`src/hdl/emb_defines.svh`:
```
// constants of the external memory bus cycle generator
`ifndef EMB_DEFINES_SVH
`define EMB_DEFINES_SVH
// ----------------------------------------------------------------------
// register offsets
// ----------------------------------------------------------------------
`define EMB_OFS_WIDTH        4'h0
`define EMB_OFS_STATES       4'h1
`define EMB_OFS_WAIT_UPPER   4'h2
`define EMB_OFS_WAIT_LOWER   4'h3
`define EMB_OFS_CTRL_UPPER   4'h4
`define EMB_OFS_CTRL_LOWER   4'h5
`define EMB_OFS_STATUS       4'h6
// ----------------------------------------------------------------------
// field positions
// ----------------------------------------------------------------------
`define EMB_BIT_BURST_SEL    7
`define EMB_BIT_BURST_LEN    6
`define EMB_BIT_BURST_CNT    5
`define EMB_BIT_WAIT_EN      0
// ----------------------------------------------------------------------
// power-on values and counts
// ----------------------------------------------------------------------
`define EMB_RST_STATES       8'hFF
`define EMB_RST_WAITS        16'hFFFF
`define EMB_RST_CTRL         8'h00
`define EMB_BURST_LEFT_4     3'h3
`define EMB_BURST_LEFT_8     3'h7
`endif

```
`src/hdl/emb_pkg.sv`:
```
// types of the external memory bus cycle generator
package emb_pkg;
  typedef enum logic [1:0] {
    EMB_BYTE = 2'b00,
    EMB_WORD = 2'b01,
    EMB_LONG = 2'b10
  } emb_size_t;

  // gray codes along idle, t1, t2, wait, t3
  typedef enum logic [2:0] {
    EMB_IDLE = 3'b000,
    EMB_T1   = 3'b001,
    EMB_T2   = 3'b011,
    EMB_TW   = 3'b010,
    EMB_T3   = 3'b110,
    EMB_TB   = 3'b100
  } emb_state_t;

  typedef struct packed {
    logic [23:0] addr;
    emb_size_t   size;
    logic        write;
    logic        ifetch;
    logic [31:0] wdata;
  } emb_req_t;
endpackage : emb_pkg

```
`src/hdl/emb_bus_cycles.sv`:
```
// external bus cycle generator for rom, sram and burst rom areas
`timescale 1ns/1ps
`include "emb_defines.svh"
module emb_bus_cycles
  import emb_pkg::*;
#(
  parameter logic [7:0] WIDTH_RESET = 8'h00
) (
  input  wire logic        ref_clk,
  input  wire logic        reset_n,
  input  wire logic        manual_reset_n,
  input  wire logic        req_valid,
  output logic             req_ready,
  input  wire emb_req_t    req,
  output logic             resp_valid,
  output logic [31:0]      resp_rdata,
  input  wire logic [3:0]  reg_addr,
  input  wire logic [7:0]  reg_wdata,
  input  wire logic        reg_wr,
  input  wire logic        reg_rd,
  output logic [7:0]       reg_rdata,
  output logic [23:0]      mem_addr,
  output logic [3:0]       cs_n,
  output logic             rd_n,
  output logic             upper_write_strobe_n,
  output logic             lower_write_strobe_n,
  output logic [15:0]      data_out,
  output logic             data_oe_hi,
  output logic             data_oe_lo,
  input  wire logic [15:0] data_in,
  input  wire logic        wait_n
);
  // ----------------------------------------------------------------------
  // reset and pin synchronisers
  // ----------------------------------------------------------------------
  logic rst_meta, rst_n, mrst_meta, mrst_n, wait_meta, wait_sync;

  // reset release through two flops
  always_ff @(posedge ref_clk or negedge reset_n) begin
    if (!reset_n) begin
      rst_meta <= 1'b0;
      rst_n    <= 1'b0;
    end else begin
      rst_meta <= 1'b1;
      rst_n    <= rst_meta;
    end
  end

  // manual reset and wait pin, two flops each
  always_ff @(posedge ref_clk or negedge rst_n) begin
    if (!rst_n) begin
      mrst_meta <= 1'b1;
      mrst_n    <= 1'b1;
      wait_meta <= 1'b1;
      wait_sync <= 1'b1;
    end else begin
      mrst_meta <= manual_reset_n;
      mrst_n    <= mrst_meta;
      wait_meta <= wait_n;
      wait_sync <= wait_meta;
    end
  end

  // ----------------------------------------------------------------------
  // configuration registers
  // ----------------------------------------------------------------------
  logic [7:0]  bus_width_control, access_state_control;
  logic [7:0]  bus_control_upper, bus_control_lower;
  logic [15:0] wait_count;
  logic [7:0]  next_width, next_states, next_ctrl_up, next_ctrl_lo, next_rdata;
  logic [15:0] next_waits;
  emb_state_t  state;
  logic        burst_open;

  // register writes and read data; manual reset leaves all of these alone
  always_comb begin
    next_width   = bus_width_control;
    next_states  = access_state_control;
    next_waits   = wait_count;
    next_ctrl_up = bus_control_upper;
    next_ctrl_lo = bus_control_lower;
    next_rdata   = 8'h00;
    if (reg_wr) begin
      unique case (reg_addr)
        `EMB_OFS_WIDTH:      next_width        = reg_wdata;
        `EMB_OFS_STATES:     next_states       = reg_wdata;
        `EMB_OFS_WAIT_UPPER: next_waits[15:8]  = reg_wdata;
        `EMB_OFS_WAIT_LOWER: next_waits[7:0]   = reg_wdata;
        `EMB_OFS_CTRL_UPPER: next_ctrl_up      = reg_wdata & 8'hE0;
        `EMB_OFS_CTRL_LOWER: next_ctrl_lo      = reg_wdata & 8'h01;
        default:             next_rdata        = 8'h00; // unmapped: ignored
      endcase
    end
    if (reg_rd) begin
      unique case (reg_addr)
        `EMB_OFS_WIDTH:      next_rdata = bus_width_control;
        `EMB_OFS_STATES:     next_rdata = access_state_control;
        `EMB_OFS_WAIT_UPPER: next_rdata = wait_count[15:8];
        `EMB_OFS_WAIT_LOWER: next_rdata = wait_count[7:0];
        `EMB_OFS_CTRL_UPPER: next_rdata = bus_control_upper;
        `EMB_OFS_CTRL_LOWER: next_rdata = bus_control_lower;
        `EMB_OFS_STATUS:     next_rdata = {3'h0, burst_open, state != EMB_IDLE, state};
        default:             next_rdata = 8'h00;
      endcase
    end
  end

  // power-on values only; manual reset not wired here
  // power-on settings
  always_ff @(posedge ref_clk or negedge rst_n) begin
    if (!rst_n) begin
      bus_width_control    <= WIDTH_RESET;
      access_state_control <= `EMB_RST_STATES;
      wait_count           <= `EMB_RST_WAITS;
      bus_control_upper    <= `EMB_RST_CTRL;
      bus_control_lower    <= `EMB_RST_CTRL;
      reg_rdata            <= 8'h00;
    end else begin
      bus_width_control    <= next_width;
      access_state_control <= next_states;
      wait_count           <= next_waits;
      bus_control_upper    <= next_ctrl_up;
      bus_control_lower    <= next_ctrl_lo;
      reg_rdata            <= next_rdata;
    end
  end

  logic wait_en, burst_sel;
  assign wait_en   = bus_control_lower[`EMB_BIT_WAIT_EN];
  assign burst_sel = bus_control_upper[`EMB_BIT_BURST_SEL];

  // area number of an address: 2-Mbyte areas
  function automatic logic [2:0] area_of(input logic [23:0] a);
    return a[23:21];
  endfunction : area_of

  // ----------------------------------------------------------------------
  // bus cycle sequencer
  // ----------------------------------------------------------------------
  emb_state_t  next_state;
  logic [1:0]  wcnt, next_wcnt, left, next_left;
  logic        bcnt, next_bcnt;
  logic [31:0] wbuf, next_wbuf, rbuf, next_rbuf;
  logic        b_write, b_ifetch, b_step2, b_three, b_w8, b_hi, b_lo, b_burst;
  logic        n_write, n_ifetch, n_step2, n_three, n_w8, n_hi, n_lo, n_burst;
  logic        next_open, next_resp_valid, go, last;
  logic [2:0]  blft, next_blft;
  logic [23:0] bnext, next_bnext, next_mem_addr;
  logic [31:0] next_resp_rdata;
  logic [3:0]  next_cs_n;
  logic        next_rd_n, next_uw_n, next_lw_n, next_oe_hi, next_oe_lo;
  logic [15:0] next_data_out;
  logic [2:0]  la_area;
  logic [23:0] la;

  assign req_ready = (state == EMB_IDLE) && mrst_n;

  always_comb begin
    next_state = state;       next_wcnt = wcnt;       next_bcnt = bcnt;
    next_left  = left;        next_wbuf = wbuf;       next_rbuf = rbuf;
    n_write    = b_write;     n_ifetch  = b_ifetch;   n_step2   = b_step2;
    n_three    = b_three;     n_w8      = b_w8;       n_hi      = b_hi;
    n_lo       = b_lo;        n_burst   = b_burst;    next_open = burst_open;
    next_blft  = blft;        next_bnext = bnext;     next_mem_addr = mem_addr;
    next_data_out   = data_out;
    next_resp_valid = 1'b0;
    next_resp_rdata = resp_rdata;
    go   = 1'b0;
    last = 1'b0;
    la   = mem_addr;
    unique case (state)
      EMB_IDLE: if (req_valid && mrst_n) begin
        go       = 1'b1;
        la       = req.addr;
        n_write  = req.write;
        n_ifetch = req.ifetch;
        next_rbuf = 32'h0000_0000;
        // width bit 1 is 8-bit, burst forces 16
        n_w8 = bus_width_control[area_of(req.addr)]
               && !(area_of(req.addr) == 3'h0 && burst_sel);
        unique case (req.size)
          EMB_WORD: begin
            next_wbuf = {req.wdata[15:0], 16'h0000};
            n_step2   = !n_w8;
            next_left = n_w8 ? 2'h1 : 2'h0;
          end
          EMB_LONG: begin
            next_wbuf = req.wdata;
            n_step2   = !n_w8;
            next_left = n_w8 ? 2'h3 : 2'h1;
          end
          default: begin
            next_wbuf = {req.wdata[7:0], 24'h00_0000};
            n_step2   = 1'b0;
            next_left = 2'h0;
          end
        endcase
      end
      EMB_T1: begin
        next_state = EMB_T2;
        next_wcnt = b_three ? wait_count[2*area_of(mem_addr) +: 2] : 2'h0;
      end
      EMB_T2, EMB_TW: begin
        if (!b_three) begin
          last = 1'b1;
        end else if (wcnt != 2'h0) begin
          next_state = EMB_TW;
          next_wcnt  = wcnt - 2'h1;
        end else if (wait_en && !wait_sync) begin
          next_state = EMB_TW;
        end else begin
          next_state = EMB_T3;
        end
      end
      EMB_T3: last = 1'b1;
      EMB_TB: begin
        if (bcnt) begin
          next_bcnt = 1'b0;
        end else begin
          last = 1'b1;
        end
      end
      default: next_state = EMB_IDLE;
    endcase

    // end of last state: take read data, advance the beat
    if (last) begin
      if (b_step2) begin
        next_rbuf = {rbuf[15:0], data_in};
        next_wbuf = {wbuf[15:0], 16'h0000};
      end else begin
        next_rbuf = {rbuf[23:0], b_hi ? data_in[15:8] : data_in[7:0]};
        next_wbuf = {wbuf[23:0], 8'h00};
      end
      if (left == 2'h0) begin
        next_state      = EMB_IDLE;
        next_resp_valid = 1'b1;
        next_resp_rdata = next_rbuf;
      end else begin
        go        = 1'b1;
        la        = mem_addr + (b_step2 ? 24'h00_0002 : 24'h00_0001);
        next_left = left - 2'h1;
      end
    end

    // start of a beat: lanes, timing class and burst tracking
    la_area = area_of(la);
    if (go) begin
      next_mem_addr = la;
      n_hi = n_step2 || n_w8 || !la[0];
      n_lo = n_step2 || (!n_w8 && la[0]);
      next_data_out = n_step2 ? next_wbuf[31:16] : {2{next_wbuf[31:24]}};
      // area state bit picks two or three
      n_three = access_state_control[la_area];
      n_burst = 1'b0;
      if (n_ifetch && la_area == 3'h0 && burst_sel && !n_write) begin
        if (burst_open && la == bnext && blft != 3'h0) begin
          n_burst   = 1'b1;
          next_blft = blft - 3'h1;
        end else begin
          next_open = 1'b1;
          next_blft = bus_control_upper[`EMB_BIT_BURST_CNT] ?
                      `EMB_BURST_LEFT_8 : `EMB_BURST_LEFT_4;
        end
        next_bnext = la + 24'h00_0002;
      end else begin
        next_open = 1'b0;
      end
      next_bcnt  = bus_control_upper[`EMB_BIT_BURST_LEN];
      next_state = n_burst ? EMB_TB : EMB_T1;
    end

    // manual reset aborts any cycle, configuration stays
    if (!mrst_n) begin
      next_state      = EMB_IDLE;
      next_open       = 1'b0;
      next_resp_valid = 1'b0;
    end

    // pin decode from the coming state
    // chip select
    next_cs_n = 4'hF;
    if (next_state != EMB_IDLE && !next_mem_addr[23]) begin
      next_cs_n[next_mem_addr[22:21]] = 1'b0;
    end
    next_rd_n  = !(!n_write && next_state != EMB_IDLE && next_state != EMB_T1);
    next_uw_n  = !(n_write && n_hi && (next_state == EMB_T2 || next_state == EMB_TW));
    next_lw_n  = !(n_write && n_lo && !n_w8
                   && (next_state == EMB_T2 || next_state == EMB_TW));
    next_oe_hi = n_write && n_hi && next_state != EMB_IDLE;
    next_oe_lo = n_write && n_lo && next_state != EMB_IDLE;
  end

  // sequencer and pin registers
  always_ff @(posedge ref_clk or negedge rst_n) begin
    if (!rst_n) begin
      state <= EMB_IDLE;    wcnt <= 2'h0;     bcnt <= 1'b0;    left <= 2'h0;
      wbuf <= 32'h0000_0000;                  rbuf <= 32'h0000_0000;
      b_write <= 1'b0;      b_ifetch <= 1'b0; b_step2 <= 1'b0; b_three <= 1'b0;
      b_w8 <= 1'b0;         b_hi <= 1'b0;     b_lo <= 1'b0;    b_burst <= 1'b0;
      burst_open <= 1'b0;   blft <= 3'h0;     bnext <= 24'h00_0000;
      resp_valid <= 1'b0;   resp_rdata <= 32'h0000_0000;
      mem_addr <= 24'h00_0000;                cs_n <= 4'hF;
      rd_n <= 1'b1;         upper_write_strobe_n <= 1'b1;
      lower_write_strobe_n <= 1'b1;           data_out <= 16'h0000;
      data_oe_hi <= 1'b0;   data_oe_lo <= 1'b0;
    end else begin
      state <= next_state;  wcnt <= next_wcnt; bcnt <= next_bcnt; left <= next_left;
      wbuf <= next_wbuf;    rbuf <= next_rbuf;
      b_write <= n_write;   b_ifetch <= n_ifetch; b_step2 <= n_step2;
      b_three <= n_three;   b_w8 <= n_w8;     b_hi <= n_hi;    b_lo <= n_lo;
      b_burst <= n_burst;   burst_open <= next_open;
      blft <= next_blft;    bnext <= next_bnext;
      resp_valid <= next_resp_valid;          resp_rdata <= next_resp_rdata;
      mem_addr <= next_mem_addr;              cs_n <= next_cs_n;
      rd_n <= next_rd_n;    upper_write_strobe_n <= next_uw_n;
      lower_write_strobe_n <= next_lw_n;      data_out <= next_data_out;
      data_oe_hi <= next_oe_hi;               data_oe_lo <= next_oe_lo;
    end
  end
endmodule : emb_bus_cycles

```
`config.mk`:
```
export PLATFORM = sky130hd
export DESIGN_NAME = emb_bus_cycles
export DESIGN_NICKNAME = d
export VERILOG_FILES = /design/src/hdl/emb_pkg.sv /design/src/hdl/emb_bus_cycles.sv
export VERILOG_INCLUDE_DIRS = /design/src /design/src/hdl
export SDC_FILE = /design/constraint.sdc
export NUM_CORES = 1
export LEC_CHECK = 0
export ABC_AREA = 0
export BUFFER_PORTS_ARGS = -buffer_cell sky130_fd_sc_hd__buf_4
export CAP_MARGIN = 10
export CORE_MARGIN = 2
export CORE_UTILIZATION = 30
export CTS_CLUSTER_DIAMETER = 40
export CTS_CLUSTER_SIZE = 16
export DETAILED_ROUTE_END_ITERATION = 10
export PLACE_DENSITY_LB_ADDON = 0.1
export SLEW_MARGIN = 0
export SYNTH_ARGS = -nofsm -noshare
export SYNTH_HDL_FRONTEND = slang
export SYNTH_SLANG_ARGS = --single-unit
export TNS_END_PERCENT = 10
```
`constraint.sdc`:
```
create_clock -name ref_clk -period 20.1 [get_ports ref_clk]
set_input_delay 3.015 -clock ref_clk [delete_from_list [all_inputs] [get_ports ref_clk]]
set_output_delay 3.015 -clock ref_clk [all_outputs]
set_load 0.03 [all_outputs]
```
# Yosys cells after proc, flatten, opt, wreduce, memory -nomap -nowiden
# Index checks and enable logic that the tools add are counted.
dict set report word_totals {
  ff_bits 231
  in_bits 95
  out_inout_bits 91
  wordCells 214
}
dict set report classes {
  n_addsub 5
  n_lt_le_gt_ge 4
  n_eq_ne 21
  shift 1
  muxes 78
  n_bitwise 1
  n_reduce_logical 63
}
# cell count
set op_table {}
lappend op_table {{$mux W24} 8}
lappend op_table {{$mux W32} 5}
lappend op_table {{$pmux W32 S2} 1}
lappend op_table {{$pmux W8 S7} 1}
lappend op_table {{$mux W1} 33}
lappend op_table {{$mux W3} 10}
lappend op_table {{$add A24 B2 Y24} 1}
lappend op_table {{$add A24 B2 Y24 const B} 1}
lappend op_table {{$eq A24 B24 Y1} 1}
lappend op_table {{$mux W8} 3}
lappend op_table {{$logic_and A1 B1 Y1} 22}
lappend op_table {{$reduce_and A2 Y1} 10}
lappend op_table {{$mux W2} 9}
lappend op_table {{$shiftx A16 B5 Y2} 1}
lappend op_table {{$eq A3 B2 Y1 const B} 4}
lappend op_table {{$eq A4 B3 Y1 const B} 3}
lappend op_table {{$logic_not A1 Y1} 10}
lappend op_table {{$reduce_bool A2 Y1} 5}
lappend op_table {{$logic_not A3 Y1} 3}
lappend op_table {{$pmux W3 S3} 1}
lappend op_table {{$reduce_bool A3 Y1} 3}
lappend op_table {{$eq A4 B2 Y1 const B} 2}
lappend op_table {{$lt A3 B4 Y1 const B} 2}
lappend op_table {{$pmux W2 S2} 2}
lappend op_table {{24 further kinds} 32}

# Logic depth before layout (Yosys ltp)
dict set report depth {
  ltp_word 18
  ltp_mapped 16
  mapped_depth_nobuf 12
}

# Worst setup path after synthesis
# OpenSTA, ideal clock, no wires.
dict set report synth_path {
  kind {in2reg}
  start {input req_valid}
  end {register bnext[13]}
  setup_ns 0.083
  t_arrival_ns 5.333
  required_ns 20.017
  slack_ns 14.684
  path_stages 10
  n_path_buf 2
  path_cell_list {clkbuf_1 > nand2_1 > clkbuf_1 > o32ai_1 > or2_2 > nor4_2 > nand3_1 > or3_1 > xor2_1 > o21ai_0}
}
dict set report synth_via {
  elab_chain_len 10
  elab_cells_between_ends 20
  classes_between {add/sub (1); mux (12); reduce/logical (7)}
}
# element line
set synth_lines {}
lappend synth_lines {{start, declared} emb_bus_cycles.sv:12} ;# input wire logic req_valid,
lappend synth_lines {{$logic_and A1 B1 Y1 *} emb_bus_cycles.sv:172} ;# EMB_IDLE: if (req_valid && mrst_n) begin
lappend synth_lines {{parallel branches: the longest is 9 deep, another holds $add A24 B2 Y24} -}
lappend synth_lines {{end signal, assigned} emb_bus_cycles.sv:313} ;# blft <= next_blft; bnext <= next_bnext;
lappend synth_lines {{end, declared} emb_bus_cycles.sv:148} ;# logic [23:0] bnext, next_bnext, next_mem_addr;
# Mark *: on every way between the ends.
# A chain may end at the register's enable or synchronous reset.

# Worst setup path in the final report
dict set report layout_path {
  start {input req_valid}
  end {register blft[0]}
}
dict set report layout_via {
  elab_chain_len 10
  elab_cells_between_ends 23
  classes_between {eq/ne (1); mux (13); reduce/logical (9)}
}
# element line
set layout_lines {}
lappend layout_lines {{$logic_and A1 B1 Y1 *} emb_bus_cycles.sv:172}
lappend layout_lines {{parallel branches: the longest is 9 deep, another holds $mux W24} -}
lappend layout_lines {{end signal, assigned} emb_bus_cycles.sv:313}
lappend layout_lines {{end, declared} emb_bus_cycles.sv:147} ;# logic [2:0] blft, next_blft;
# Marks and branches as above.

==> results.md <==
- Clk pin slew, worst setup/hold paths: 0.05 ns
- Mean routed wirelength per cell: between 20 and 25 um
- # diodes: 0
- CTS Buf Count: 46
- Clock Latency Late Sink: roughly 0.57 ns
- Status: finished, final reports clean
- Synthesis Warnings: 0
- Slew @ Worst Pin: 1.00 ns
- Gp weighted congestion: approximately 0.87
- Worst EP arrival: 6.30 ns
- First-pass GRT wire length: 61500 um
- Rows: 72
- Die Y: 203 um
- TritonCTS clock tree: built
- Slowest cell delay on critical path: 0.72 ns
- Fin crit share: 0.291
- DP Wirelength: 27400 um
- Total Power: 0.00226 W
- Via count: slightly above 10000
- Nets: between 1000 and 1500
- Post-CTS setup buffer count: 0
- Max Cap Violations: 0
- Largest area contributor in the netlist: dfrtp_1
- Grt ovf: 0
- Critical path launch point type: input pin
- Die area: roughly 0.041 sq mm
- Storage cell area: approximately 0.0058 sq mm
- CP Capture Type: flop
- Synth top cells by count: dfrtp_1 (196), nor2_1 (107), nand2_1 (94)
- GRT Overall Usage: 0.192
- Pwr dens: 148 mW/mm^2
- Hold/Removal Path Class: reg2async
- Critical Path RT: about 20 ns
- Post-synth ARST share: 1.00
- Synthesis-to-finish area growth: 29.2%
- I/O pin total: around 190
- Top cell type's share of synthesized area: 0.414
- Worst-path fanout max: 80
- Routed Wire Length: 39800 um
- Initial core utilization: 0.305
- Port Buffers: between 150 and 200
- Max Freq: 0.171 GHz
- Crit path cell chain: buf_4 -> nand2_4 -> buf_4 -> o32ai_1 -> o21a_1 -> nor4b_1 -> o2111ai_1 -> nor4_4 -> nand3_2 -> mux2_4
- CTS resizes: 0
- Antenna viol nets, final: 0
- Worst slack, placed: roughly 14 ns
- Die span in x: roughly 200 um
- Slew Limit Fails: 0
- Critical path type: in2reg
- Initial DRC Count: around 670
- Slew margin rel.: 0.331
- Max Root-Sink Buffers: 3
- RSZ-0062 raised after global routing: false
- Netlist Area Pre-Place: 0.0119 sq mm
- Final TNS setup: 0 ns
- Vias in the first global route: a little over 10000
- # fillers: 3881
- Multi-input logic area: roughly 0.0055 sq mm
- Syn Nets: 1310
- Pleak: about 6.6 nW
- Core area: between 0.03 and 0.04 sq mm
- Initial antenna violation count: 0
- Fin worst setup slack: ~14 ns
- DRC violations left: 0
- Largest net degree at the start of global routing: approximately 80
- Root buf cell: clkbuf_16
- Number of hold buffers added after cts: 0
- Flops & latches, synth: ~230
- Worst-path cell with the longest stage delay: buf_4
- Crit path top cell by count: buf_4
- Fin. Hold Viols: 0
- Via/cell ratio: 5.27
- Register area share after synthesis: 0.491
- CTS sink cnt: ~230
- H-Tree Depth: 2
- Synth area leaders: dfrtp_1 (41%), dfstp_2 (7.8%), mux2i_1 (4.6%)
- Fin crit period: between 5 and 6 ns
- Mapped Cells: ~1200
- Mean area per synthesized cell: between 9 and 10 sq um
- Most frequent cell after synthesis: dfrtp_1
- VDD IR max: around 0.06 mV
- Top_reg_cell synth: dfrtp_1
- Post-synth EDFFs: 0
- Clock Skews: 0.0164 ns
- Setup violations, final: 0
- Post-synth cell types: 82
- Layout cells sized above 1: 0.269
- Detailed Routing Iterations Pass 1: 7
[cell usage in the layout, fill, tap and decap left out, types with 46 or more instances in the layout]
| cell type | Yosys | final |
|---|---|---|
| mux2i_1 | 55 | 55 |
| dfrtp_1 | 196 | 194 |
| o21ai_0 | 75 | 75 |
| clkbuf_16 | 0 | 46 |
| buf_4 | 4 | 202 |
| inv_1 | 52 | 52 |
| nor2_1 | 107 | 107 |
| nand3_1 | 64 | 64 |
| nand2_1 | 94 | 93 |
| a21oi_1 | 89 | 89 |
[power by group]
part	switching, W	leakage [nW]	internal [W]
clock network	0.000264	0.760	0.000518
registers	0.000123	2.81	0.000608
logic	0.000466	3.06	0.000285
[per-layer routing]
metal	routed length, um	track usage
met1	18600	0.271
met2	17900	0.295
met3	2340	0.0421
met4	932	0.0579
met5	0	0
[through the flow]
step                area (sq um)  instances  hold WS (ns)  utilization
global placement           13700       1849         0.278        0.354
detailed placement         13700       1849         0.274        0.354
CTS                        15300       1934         0.275        0.395
global route               15300       1934         0.292        0.395
floorplan                  11900       1206         0.331            -
finish                     15300       1934         0.254        0.395
[state kept, by name, indices dropped and copies added (netlist names), 3 cells and up]
register / flops
bus_control_upper: 3
bnext: 24
resp_rdata: 32
cs_n: 4
access_state_control: 8
mem_addr: 24
wbuf: 32
blft: 3
state: 3
reg_rdata: 8
rbuf: 24
data_out: 16
wait_count: 16
bus_width_control: 8
[kinds of logic after synthesis]
kind of cell             synth area share
AO/OA/AOI/OAI                       0.180
flip-flops                          0.491
multiplexers                       0.0952
adder cells (fa/ha/maj)            0.0101
AND/OR/NAND/NOR                     0.160
XOR/XNOR                           0.0199
other                            0.000316
buffers and inverters              0.0436
[critical path, delay by kind of cell]
kind | cells | cell delay, ns
AOI/OAI and AO/OA | 3 | 0.80
muxes | 1 | 0.29
buffers and inverters | 2 | 0.89
and+or+nand+nor | 4 | 1.25
[final timing paths]
check                           cells after the start  slack (ns)                        to          startpoint
worst max register to register                     11       15.98       blft[0]$_DFFE_PN0P_  state[2]$_DFF_PN0_
min in group ref_clk                                0        0.34           rst_n$_DFF_PN0_  rst_meta$_DFF_PN0_
worst min-delay path                                0        0.25  data_out[12]$_DFFE_PN0N_     rst_n$_DFF_PN0_
worst max-delay path                               10       14.25       blft[0]$_DFFE_PN0P_           req_valid
worst min register to register                      0        0.25  data_out[12]$_DFFE_PN0N_     rst_n$_DFF_PN0_
max in group asynchronous                           1       17.77           rst_n$_DFF_PN0_             reset_n
[final cells by class]
type / instances / share of cell area
flip-flops and latches: 231 / 0.380
multi-input cells: 846 / 0.362
repair buffers: 202 / 0.0990
clock buffers: 63 / 0.0852
well taps: 518 / 0.0423
clock inverters: 22 / 0.0183
inverters: 52 / 0.0127
No activity file was read; power rests on OpenSTA's default activity.
